`config.mk`:
```
export PLATFORM = sky130hd
export DESIGN_NAME = serial_bus_i2c_interface
export DESIGN_NICKNAME = d
export VERILOG_FILES = /design/src/inc/sbi_pkg.sv /design/src/inc/sbi_clk_if.sv /design/src/core/pin_sync.sv /design/src/core/scl_divider.sv /design/src/core/serial_bus_i2c_interface.sv
export VERILOG_INCLUDE_DIRS = /design/src /design/src/inc
export SDC_FILE = /design/constraint.sdc
export NUM_CORES = 1
export LEC_CHECK = 0
export BUFFER_PORTS_ARGS = -buffer_cell sky130_fd_sc_hd__buf_2
export CORE_MARGIN = 4
export CORE_UTILIZATION = 49
export DETAILED_ROUTE_END_ITERATION = 7
export PLACE_DENSITY_LB_ADDON = 0.08
export SETUP_SLACK_MARGIN = 0.2
export SYNTH_ARGS = -nofsm -noshare
export SYNTH_HDL_FRONTEND = slang
export SYNTH_SLANG_ARGS = --single-unit
```
`constraint.sdc`:
```
create_clock -name mclk_in -period 3 [get_ports mclk_in]
set_input_delay 0.3 -clock mclk_in [delete_from_list [all_inputs] [get_ports mclk_in]]
set_output_delay 0.3 -clock mclk_in [all_outputs]
set_load 0.05 [all_outputs]
```
`src/inc/sbi_regs.svh`:
```
// register map, field positions, codes and timing counts of the serial bus block
`ifndef SBI_REGS_SVH
`define SBI_REGS_SVH

// ----------------------------------------------------------------
// register offsets
// ----------------------------------------------------------------
`define OFS_CTRL_A   8'h20
`define OFS_DATA     8'h21
`define OFS_TADDR    8'h22
`define OFS_CTRL_B   8'h23
`define OFS_CLK_SRC  8'h24
`define OFS_PORT_SW  8'h27

// ----------------------------------------------------------------
// field positions
// ----------------------------------------------------------------
`define CRA_BC       7:5
`define CRA_ACK      4
`define CRA_SCK      2:0
`define SRA_MON      0
`define TA_ADDR      7:1
`define TA_ALS       0
`define CRB_MST      7
`define CRB_TRX      6
`define CRB_BB       5
`define CRB_PIN      4
`define CRB_MODE     3:2
`define CRB_SOFT_RESET_CODE    1:0
`define PSW_CHS      6
`define CLK_SRC_RUN  0

// ----------------------------------------------------------------
// codes and reset values
// ----------------------------------------------------------------
`define MODE_SIO     2'h1
`define MODE_I2C     2'h2
`define SOFT_RESET_CODE_FIRST  2'h1
`define SOFT_RESET_CODE_SECOND 2'h2
`define BC_FULL      3'h0
`define BITS_FULL    4'h8
`define GENERAL_CALL 8'h00
`define RST_PIN      1'h1
`define RST_CLK_RUN  1'h1

// ----------------------------------------------------------------
// timing
// ----------------------------------------------------------------
`define SRST_MCYCLES    4
`define CLKS_PER_MCYCLE 4
`define SRST_CLKS       5'(`SRST_MCYCLES * `CLKS_PER_MCYCLE)
`define SCL_HALF_BASE   11'h010
`define SCL_HALF_EXTRA  11'h004
`define SCK_MAX         3'h6

`endif

```
`src/inc/sbi_pkg.sv`:
```
// types shared by the serial bus block
package sbi_pkg;

  typedef enum logic [2:0] {
    ST_IDLE     = 3'h0,
    ST_START_A  = 3'h1,
    ST_START_B  = 3'h3,
    ST_BIT_LOW  = 3'h2,
    ST_BIT_HIGH = 3'h6,
    ST_WAIT     = 3'h7,
    ST_STOP_A   = 3'h5,
    ST_STOP_B   = 3'h4
  } bus_state_t;

  typedef struct packed {
    bus_state_t st;
    logic [2:0] bit_count;
    logic       ack_mode;
    logic [2:0] sck;
    logic [7:0] shreg;
    logic [6:0] own_target_addr;
    logic       addr_recognition_off;
    logic       controller_role;
    logic       transmit_direction;
    logic       bus_busy;
    logic       pending;
    logic [1:0] operating_mode_sel;
    logic [1:0] soft_reset_code;
    logic       arbitration_lost;
    logic       address_match_flag;
    logic       general_call_flag;
    logic       last_received_bit;
    logic       channel_select;
    logic       clk_run;
    logic [3:0] cnt;
    logic       first;
    logic       stop_req;
    logic       smp;
    logic       scl_p;
    logic       sda_p;
    logic       scl_drv;
    logic       sda_drv;
    logic [4:0] srst_cnt;
    logic [3:0] oe;
    logic [7:0] rdata;
  } core_state_t;

  typedef struct packed {
    logic [3:0] meta;
    logic [3:0] sync;
  } sync_state_t;

  typedef struct packed {
    logic [10:0] cnt;
    logic        tick;
  } div_state_t;

endpackage

```
`src/inc/sbi_clk_if.sv`:
```
// serial clock divider control and tick bundle
`timescale 1ns/10ps
interface sbi_clk_if;
  logic       run;
  logic [2:0] rate;
  logic       tick;
  modport gen  (input run, input rate, output tick);
  modport user (output run, output rate, input tick);
endinterface

```
`src/core/pin_sync.sv`:
```
// two-stage synchroniser for the four bus pin inputs
`timescale 1ns/10ps
module pin_sync (
  input  wire logic       mclk_in,
  input  wire logic       arst_n_in,
  input  wire logic [3:0] pins_in,
  output logic      [3:0] pins_out
);
  sbi_pkg::sync_state_t q;
  sbi_pkg::sync_state_t d;

  always_comb begin
    d      = q;
    d.meta = pins_in;
    d.sync = q.meta;
  end

  // idle bus lines read high, so reset to ones
  always_ff @(posedge mclk_in or negedge arst_n_in) begin
    if (!arst_n_in) begin
      q <= '1;
    end else begin
      q <= d;
    end
  end

  assign pins_out = q.sync;
endmodule

```
`src/core/scl_divider.sv`:
```
// serial clock divider producing one tick per half bit period
`timescale 1ns/10ps
`include "sbi_regs.svh"
module scl_divider (
  input  wire logic mclk_in,
  input  wire logic arst_n_in,
  sbi_clk_if.gen    clk_bus
);
  sbi_pkg::div_state_t q;
  sbi_pkg::div_state_t d;

  always_comb begin
    logic [2:0]  rate_c;
    logic [10:0] half;
    rate_c = (clk_bus.rate > `SCK_MAX) ? `SCK_MAX : clk_bus.rate;
    half   = (`SCL_HALF_BASE << rate_c) + `SCL_HALF_EXTRA;
    d      = q;
    d.tick = 1'b0;
    if (!clk_bus.run) begin
      d.cnt = 11'h000;
    end else if (q.cnt >= half - 11'h001) begin
      d.cnt  = 11'h000;
      d.tick = 1'b1;
    end else begin
      d.cnt = q.cnt + 11'h001;
    end
  end

  always_ff @(posedge mclk_in or negedge arst_n_in) begin
    if (!arst_n_in) begin
      q <= '0;
    end else begin
      q <= d;
    end
  end

  assign clk_bus.tick = q.tick;
endmodule

```
`src/core/serial_bus_i2c_interface.sv`:
```
// two-wire bus controller/target and 8-bit synchronous serial port
`timescale 1ns/10ps
`include "sbi_regs.svh"

// Functional notes
// - one channel routed to pair A or B
// - mode field: port, serial port, two-wire
// - code 01 then 10 starts soft reset
// - soft reset four machine cycles, keeps mode
// - bit count 1..7, zero means eight
// - acknowledge mode adds one clock, two-wire mode only
// - controller: release or drive acknowledge slot
// - target acknowledges own address, general call
// - matched target acknowledges per direction
// - start and stop requested through control B
// - status B shows role, direction, bus
// - pending reads zero while service requested
// - match, general call, last bit flags
// - start condition clears bit count
// - recognition off treats all as data
module serial_bus_i2c_interface (
  input  wire logic       mclk_in,
  input  wire logic       arst_n_in,
  input  wire logic [7:0] addr_in,
  input  wire logic [7:0] wdata_in,
  input  wire logic       wr_in,
  input  wire logic       rd_in,
  output logic      [7:0] rdata_out,
  input  wire logic       clock_line_ch_a_in,
  output logic            clock_line_ch_a_out,
  output logic            clock_line_ch_a_oe_out,
  input  wire logic       data_line_ch_a_in,
  output logic            data_line_ch_a_out,
  output logic            data_line_ch_a_oe_out,
  input  wire logic       clock_line_ch_b_in,
  output logic            clock_line_ch_b_out,
  output logic            clock_line_ch_b_oe_out,
  input  wire logic       data_line_ch_b_in,
  output logic            data_line_ch_b_out,
  output logic            data_line_ch_b_oe_out
);

  // ----------------------------------------------------------------
  // state and sub-blocks
  // ----------------------------------------------------------------
  localparam sbi_pkg::core_state_t RST_STATE = '{
    st:       sbi_pkg::ST_IDLE,
    pending:  `RST_PIN,
    clk_run:  `RST_CLK_RUN,
    scl_p:    1'h1,
    sda_p:    1'h1,
    default:  '0
  };

  sbi_pkg::core_state_t q;
  sbi_pkg::core_state_t d;
  logic [3:0]           sync_w;

  sbi_clk_if clk_if ();

  pin_sync u_sync (
    .mclk_in   (mclk_in),
    .arst_n_in (arst_n_in),
    .pins_in   ({data_line_ch_b_in, data_line_ch_a_in,
                 clock_line_ch_b_in, clock_line_ch_a_in}),
    .pins_out  (sync_w)
  );

  scl_divider u_div (
    .mclk_in   (mclk_in),
    .arst_n_in (arst_n_in),
    .clk_bus   (clk_if.gen)
  );

  assign clk_if.run  = q.clk_run;
  assign clk_if.rate = q.sck;

  // ----------------------------------------------------------------
  // next-state logic
  // ----------------------------------------------------------------
  always_comb begin
    logic       scl_s;
    logic       sda_s;
    logic       i2c;
    logic       sio;
    logic       ctl;
    logic       rise;
    logic       fall;
    logic       start_det;
    logic       stop_det;
    logic       bitval;
    logic       leave;
    logic       tgt_first;
    logic       dwr;
    logic [3:0] nbits;
    logic [3:0] tot;
    logic [3:0] c;
    logic [7:0] nsh;
    logic [7:0] rd;
    scl_s     = q.channel_select ? sync_w[1] : sync_w[0];
    sda_s     = q.channel_select ? sync_w[3] : sync_w[2];
    // mode decode, code 11 acts as port
    i2c       = (q.operating_mode_sel == `MODE_I2C);
    sio       = (q.operating_mode_sel == `MODE_SIO);
    ctl       = q.controller_role | sio;
    // zero code stands for eight bits
    nbits     = (q.bit_count == `BC_FULL) ? `BITS_FULL : {1'h0, q.bit_count};
    // one more clock in acknowledge mode, none in serial port mode
    tot       = nbits + {3'h0, q.ack_mode & ~sio};
    rise      = scl_s & ~q.scl_p;
    fall      = ~scl_s & q.scl_p;
    start_det = i2c & scl_s & q.scl_p & q.sda_p & ~sda_s;
    stop_det  = i2c & scl_s & q.scl_p & ~q.sda_p & sda_s;
    // a controller samples on its own tick, a target at the rising edge
    bitval    = ctl ? sda_s : q.smp;
    leave     = ctl ? (clk_if.tick & scl_s) : fall;
    // recognition off: first byte is plain data
    tgt_first = q.first & ~ctl & ~q.addr_recognition_off;
    dwr       = wr_in & (addr_in == `OFS_DATA);
    c         = q.cnt + 4'h1;
    nsh       = {q.shreg[6:0], bitval};
    rd        = 8'h00;
    d         = q;
    d.scl_p   = scl_s;
    d.sda_p   = sda_s;

    // ----------------------------------------------------------------
    // register writes
    // ----------------------------------------------------------------
    if (wr_in) begin
      case (addr_in)
        `OFS_CTRL_A: begin
          d.bit_count = wdata_in[`CRA_BC];
          d.ack_mode  = wdata_in[`CRA_ACK];
          d.sck       = wdata_in[`CRA_SCK];
        end
        `OFS_DATA: begin
          d.shreg   = wdata_in;
          d.pending = 1'h1;
        end
        `OFS_TADDR: begin
          // address in upper bits, flag in bit 0
          d.own_target_addr      = wdata_in[`TA_ADDR];
          d.addr_recognition_off = wdata_in[`TA_ALS];
        end
        `OFS_CTRL_B: begin
          d.controller_role    = wdata_in[`CRB_MST];
          d.transmit_direction = wdata_in[`CRB_TRX];
          d.operating_mode_sel = wdata_in[`CRB_MODE];
          d.arbitration_lost   = 1'h0;
          // pending can be set by software but never cleared
          if (wdata_in[`CRB_PIN]) begin
            d.pending = 1'h1;
          end
          if (wdata_in[`CRB_MST] && wdata_in[`CRB_TRX] && wdata_in[`CRB_PIN]) begin
            if (wdata_in[`CRB_BB] && !q.bus_busy && i2c && q.st == sbi_pkg::ST_IDLE) begin
              d.st = sbi_pkg::ST_START_A;
            end else if (!wdata_in[`CRB_BB] && q.controller_role) begin
              d.stop_req = 1'h1;
            end
          end
          // two-step code arms the soft reset
          if (q.soft_reset_code == `SOFT_RESET_CODE_FIRST && wdata_in[`CRB_SOFT_RESET_CODE] == `SOFT_RESET_CODE_SECOND) begin
            d.srst_cnt = `SRST_CLKS;
          end
          d.soft_reset_code = wdata_in[`CRB_SOFT_RESET_CODE];
        end
        `OFS_PORT_SW: begin
          d.channel_select = wdata_in[`PSW_CHS];
        end
        `OFS_CLK_SRC: begin
          d.clk_run = wdata_in[`CLK_SRC_RUN];
        end
        default: begin
        end
      endcase
    end

    // ----------------------------------------------------------------
    // register reads
    // ----------------------------------------------------------------
    if (rd_in) begin
      case (addr_in)
        `OFS_CTRL_A: begin
          rd[`CRA_ACK] = q.ack_mode;
          // monitor low while soft reset runs
          rd[`SRA_MON] = (q.srst_cnt == 5'h00);
        end
        `OFS_DATA: begin
          rd        = q.shreg;
          d.pending = 1'h1;
        end
        `OFS_CTRL_B: begin
          rd = {q.controller_role, q.transmit_direction, q.bus_busy, q.pending,
                q.arbitration_lost, q.address_match_flag, q.general_call_flag,
                q.last_received_bit};
        end
        `OFS_PORT_SW: begin
          rd[`PSW_CHS] = q.channel_select;
        end
        `OFS_CLK_SRC: begin
          rd[`CLK_SRC_RUN] = q.clk_run;
        end
        default: begin
          rd = 8'h00;
        end
      endcase
    end

    // ----------------------------------------------------------------
    // bit engine
    // ----------------------------------------------------------------
    unique case (q.st)
      sbi_pkg::ST_IDLE: begin
        d.scl_drv = 1'h0;
        d.sda_drv = 1'h0;
        if (sio && dwr) begin
          d.st      = sbi_pkg::ST_BIT_LOW;
          d.cnt     = 4'h0;
          d.scl_drv = 1'h1;
          d.sda_drv = q.transmit_direction & ~wdata_in[7];
        end
      end
      sbi_pkg::ST_START_A: begin
        d.scl_drv = 1'h0;
        d.sda_drv = 1'h0;
        if (clk_if.tick && scl_s && sda_s) begin
          d.st      = sbi_pkg::ST_START_B;
          d.sda_drv = 1'h1;
        end
      end
      sbi_pkg::ST_START_B: begin
        if (clk_if.tick) begin
          d.st      = sbi_pkg::ST_BIT_LOW;
          d.scl_drv = 1'h1;
          d.sda_drv = ~q.shreg[7];
        end
      end
      sbi_pkg::ST_BIT_LOW: begin
        if (ctl) begin
          if (clk_if.tick) begin
            d.st      = sbi_pkg::ST_BIT_HIGH;
            d.scl_drv = 1'h0;
          end
        end else if (rise) begin
          d.st  = sbi_pkg::ST_BIT_HIGH;
          d.smp = sda_s;
        end
      end
      sbi_pkg::ST_BIT_HIGH: begin
        if (leave) begin
          if (q.cnt < nbits) begin
            d.shreg             = nsh;
            d.last_received_bit = bitval;
            // compare own address and general call
            if (tgt_first && c == nbits) begin
              d.general_call_flag  = (nsh == `GENERAL_CALL);
              d.address_match_flag = (nsh[7:1] == q.own_target_addr) ||
                                     (nsh == `GENERAL_CALL);
              if (d.address_match_flag) begin
                d.transmit_direction = nsh[0];
              end
            end
          end else begin
            // an acknowledge this side drives itself is not a received bit
            if (!q.sda_drv) begin
              d.last_received_bit = bitval;
            end
            // acknowledged read address turns the controller's direction round
            if (ctl && i2c && q.first && q.transmit_direction && !bitval) begin
              d.transmit_direction = ~q.shreg[0];
            end
          end
          if (c == tot) begin
            d.cnt     = 4'h0;
            d.first   = 1'h0;
            d.sda_drv = 1'h0;
            if (tgt_first && !q.address_match_flag) begin
              d.st      = sbi_pkg::ST_IDLE;
              d.scl_drv = 1'h0;
            end else begin
              d.st      = sbi_pkg::ST_WAIT;
              d.pending = 1'h0;
              d.scl_drv = 1'h1;
            end
          end else begin
            d.cnt     = c;
            d.st      = sbi_pkg::ST_BIT_LOW;
            d.scl_drv = ctl;
            if (c < nbits) begin
              d.sda_drv = ~tgt_first & q.transmit_direction & ~d.shreg[7];
            end else if (tgt_first) begin
              d.sda_drv = d.address_match_flag;
            end else begin
              d.sda_drv = ~q.transmit_direction;
            end
          end
          // a released one read back as zero means another controller won
          if (ctl && i2c && q.cnt < nbits && q.transmit_direction && !q.sda_drv && !bitval) begin
            d.arbitration_lost   = 1'h1;
            d.controller_role    = 1'h0;
            d.transmit_direction = 1'h0;
            d.st                 = sbi_pkg::ST_IDLE;
            d.scl_drv            = 1'h0;
            d.sda_drv            = 1'h0;
          end
        end
      end
      sbi_pkg::ST_WAIT: begin
        d.scl_drv = 1'h1;
        if (d.pending) begin
          if (d.stop_req) begin
            d.st      = sbi_pkg::ST_STOP_A;
            d.sda_drv = 1'h1;
          end else begin
            d.st      = sbi_pkg::ST_BIT_LOW;
            d.scl_drv = ctl;
            d.sda_drv = q.transmit_direction & ~d.shreg[7];
          end
        end
      end
      sbi_pkg::ST_STOP_A: begin
        d.sda_drv = 1'h1;
        d.scl_drv = 1'h1;
        if (clk_if.tick) begin
          d.st      = sbi_pkg::ST_STOP_B;
          d.scl_drv = 1'h0;
        end
      end
      sbi_pkg::ST_STOP_B: begin
        if (clk_if.tick && scl_s) begin
          d.st       = sbi_pkg::ST_IDLE;
          d.sda_drv  = 1'h0;
          d.stop_req = 1'h0;
        end
      end
    endcase

    // ----------------------------------------------------------------
    // bus conditions seen on the lines
    // ----------------------------------------------------------------
    if (start_det) begin
      d.bus_busy           = 1'h1;
      d.bit_count          = `BC_FULL;
      d.address_match_flag = 1'h0;
      d.general_call_flag  = 1'h0;
      d.cnt                = 4'h0;
      d.first              = 1'h1;
      if (!q.controller_role) begin
        d.st      = sbi_pkg::ST_BIT_LOW;
        d.scl_drv = 1'h0;
        d.sda_drv = 1'h0;
      end
    end
    if (stop_det) begin
      d.bus_busy           = 1'h0;
      d.controller_role    = 1'h0;
      d.transmit_direction = 1'h0;
      d.stop_req           = 1'h0;
      d.st                 = sbi_pkg::ST_IDLE;
      d.scl_drv            = 1'h0;
      d.sda_drv            = 1'h0;
    end
    if (!i2c && !sio) begin
      d.st      = sbi_pkg::ST_IDLE;
      d.scl_drv = 1'h0;
      d.sda_drv = 1'h0;
    end

    // ----------------------------------------------------------------
    // soft reset and pin drive
    // ----------------------------------------------------------------
    // hold reset values, keep mode and channel
    if (q.srst_cnt != 5'h00) begin
      d                    = RST_STATE;
      d.operating_mode_sel = q.operating_mode_sel;
      d.channel_select     = q.channel_select;
      d.srst_cnt           = q.srst_cnt - 5'h01;
      d.scl_p              = scl_s;
      d.sda_p              = sda_s;
    end
    d.rdata = rd;
    // enables go only to the selected pair
    d.oe    = (i2c || sio) ? {d.sda_drv & d.channel_select, d.sda_drv & ~d.channel_select,
                              d.scl_drv & d.channel_select, d.scl_drv & ~d.channel_select}
                           : 4'h0;
  end

  always_ff @(posedge mclk_in or negedge arst_n_in) begin
    if (!arst_n_in) begin
      q <= RST_STATE;
    end else begin
      q <= d;
    end
  end

  // ----------------------------------------------------------------
  // outputs
  // ----------------------------------------------------------------
  // open-drain: the level driven is always low, only the enable moves
  assign rdata_out              = q.rdata;
  assign clock_line_ch_a_out    = 1'h0;
  assign clock_line_ch_b_out    = 1'h0;
  assign data_line_ch_a_out     = 1'h0;
  assign data_line_ch_b_out     = 1'h0;
  assign clock_line_ch_a_oe_out = q.oe[0];
  assign clock_line_ch_b_oe_out = q.oe[1];
  assign data_line_ch_a_oe_out  = q.oe[2];
  assign data_line_ch_b_oe_out  = q.oe[3];
endmodule

```
==> metrics.md <==
| Metric | Value |
|---|---|
| Dpl hpwl | `10.28 mm` |
| Fill count | `922` |
| Boundary Pins | `40` |
| Worst Tran Pin Value | `a little under 600 ps` |
| Worst setup EP type | `flop` |
| Initial Util | `50.45%` |
| Post-synth EDFFs | `0` |
| TritonCTS clock tree | `yes` |
| Avg WL per Cell | `around 18 microns` |
| Yosys reg bits | `just under 90` |
| Gr usage total | `22.93%` |
| Die area | `12340 sq um` |
| First-pass GRT wire length | `~22 mm` |
| Share of cells above drive strength 1 | `between 15 and 20%` |
| # Max-Cap Violations | `0` |
| Vias in the first global route | `a little over 4000` |
| CTS clk-pin slew, worst paths | `approximately 90 ps` |
| Area grow syn2layout | `12.49%` |
| Hold WS | `~190 ps` |
| DRC marker count from the first detailed-route iteration | `around 320` |
| Sum of negative setup slack | `0 ps` |
| Yosys cell types | `68` |
| Slew Limit Fails | `0` |
| Largest net degree at the start of global routing | `42` |
| Worst Hold Class | `in -> reg` |
| Final hold viol count | `0` |
| Critical path required time | `between 3000 and 4000 ps` |
| Crit-path max FO | `7` |
| Ys flop type | `dfrtp_1` |
| Share of the synthesized area in the top cell type | `about 37%` |
| H-tree levels | `3` |
| Clock Sinks | `88` |
| Grt ovf | `0` |
| Storage cell area | `roughly 2200 sq um` |
| DRC | `0` |
| Drt first pass iters | `7` |
| Root buf cell | `clkbuf_8` |
| Tcrit/Tclk final | `slightly below 90%` |
| Kind of critical path | `reg -> reg` |
| Unrepaired setup endpoints after global routing | `false` |
| Antenna Nets Post-Route | `0` |
| Mapped Area | `roughly 5200 sq um` |
| Vias | `roughly 4300` |
| Initial antenna violation count | `0` |
| Die Y | `between 100 and 150 microns` |
| PortBufs | `35` |
| Multi-input logic area | `2760 sq um` |
| Minimum clock period | `between 2000 and 3000 ps` |
| Nets | `around 640` |
| Via density | `slightly below 6` |
| Post-synth ARST share | `100.0%` |
| Slew headroom | `approximately three fifths` |
| Post-synthesis sequential area ratio | `42.57%` |
| Row count | `37` |
| Syn avg cell area | `around 9.4 sq um` |
| Highest clock rate | `about 0.38 GHz` |
| Clock tree buffer depth | `2` |
| Mapped Cells | `roughly 560` |
| Startpoint Class | `flop` |
| Power per cell area | `499.4 nW/um^2` |
| Critical Path AT | `approximately 2900 ps` |
| Antenna cells | `0` |
| Core area | `10320 sq um` |
| Status | `completed` |
| Routability cong. | `about 0.9` |
| Setup bufs post-CTS | `0` |
| Leading area contributor after synthesis | `dfrtp_1` |
| Width of the die | `~110 microns` |
| Clock skew | `between 8 and 9 ps` |
| Yosys warns | `0` |
| Worst-Skew Late Latency | `380 ps` |
| Commonest cells post-synth | `76 x dfrtp_1, 56 x nand2_1, 50 x nor2_1, 26 x nand3_1` |
| Leakage power | `around 0.0026 uW` |
| Count leader, synth | `dfrtp_1` |
| IR drop worst, VDD | `0.3717 mV` |
| Synth top area cells | `dfrtp_1 37%, dfstp_2 6.1%, ha_1 4.8%` |
| Routed WL | `13.61 mm` |
| Final setup fails | `0` |
| Num CTS Buffers | `9` |
per-stage QoR:
stage          util (%)  setup slack (ps)  total power [uW]  instance area (sq um)  cells
6_report          56.76             381.8              2926                   5859    736
5_1_grt           56.76             215.7              3105                   5859    736
4_1_cts           56.59             230.1              2955                   5842    736
3_5_place_dp      53.62             211.6              1923                   5535    715
3_3_place_gp      53.62             303.6              1908                   5535    715
2_1_floorplan         -             554.3              1729                   5220    559
report_power, final:
part           internal (uW)  switching (uW)  total [uW]
clock                    564             453        1020
combinational            203             334         537
sequential              1270            99.1        1370
metal layers:
metal,GRT usage [%],vias to the layer above,part of all wire (%)
met5,0,-,0
met4,8.759,0,2.4
met3,4.203,28,6.5
met2,33.21,153,44
met1,34.08,2099,47
li1,-,2069,-
cell usage in the layout, fill, tap and decap left out, drive strengths merged, types with 6 or more instances in the layout:
cell	count
ha	20
a22o	6
buf	55
nand4	8
dfrtp	76
nor3	17
o21ai	20
a211oi	15
mux2i	24
xnor2	16
xor2	11
nand3	26
clkbuf	9
nor2	50
nor2b	9
nand2	56
nand2b	6
a21oi	25
dfstp	12
and3	7
and2	7
or3	8
inv	24
what timing repair did:
item	in CTS	in global routing
cloned	0	0
endpoints found under the hold margin	34	0
pin swaps	0	0
hold buffers	5	0
endpoints found under the setup margin	1	20
gates resized for setup	1	6
sequential cells by signal, summed over array words and instances, names as in the netlist:
signal,count
q,52
data_line_ch_a_oe_out,1
u_sync.pins_out,4
u_div.clk_bus.tick,1
clk_if.rate,3
u_sync.d,4
u_div.q,11
clock_line_ch_b_oe_out,1
data_line_ch_b_oe_out,1
clk_if.run,1
clock_line_ch_a_oe_out,1
rdata_out,8
path summary, 6_finish.rpt:
path | end | cells after the start | from | slack [ps]
setup / recovery | data_line_ch_b_oe_out | 7 | q[36] | 380
hold reg to reg | u_sync.pins_out[0] | 0 | u_sync.d[0] | 360
min in group asynchronous | u_div.clk_bus.tick | 2 | arst_n_in | 440
hold / removal | rdata_out[6] | 3 | rd_in | 190
setup reg to reg | data_line_ch_b_oe_out | 7 | q[36] | 380
max in group asynchronous | q[19] | 3 | arst_n_in | 1760
worst max-delay path, cell delays in order, from the launching register on:
cell and delay (ps):
dfrtp_1 420, ha_1 300, or4b_4 590, or3_4 440, a21oi_1 190, nand3_1 100, a21boi_1 290, o21ai_0 170
logic make-up (layout without fill, tap and decap cells):
group | count (synthesis) | after routing | synth area share, %
AO/OA/AOI/OAI | 114 | 114 | 15.30
XOR/XNOR | 27 | 27 | 4.684
adder cells (fa/ha/maj) | 20 | 20 | 4.804
buffers and inverters | 57 | 98 | 5.213
flip-flops | 88 | 88 | 42.57
multiplexers | 27 | 27 | 5.261
other | 1 | 4 | 0.07199
AND/OR/NAND/NOR | 222 | 222 | 22.10
area by class of cell:
class,instances,area share [%]
clock buffers,9,2.114
clock inverters,7,2.178
inverters,22,1.409
multi-input cells,414,47.11
flip-flops and latches,88,37.84
well taps,136,2.904
repair buffers,60,6.449
No activity file was read; power rests on OpenSTA's default activity.
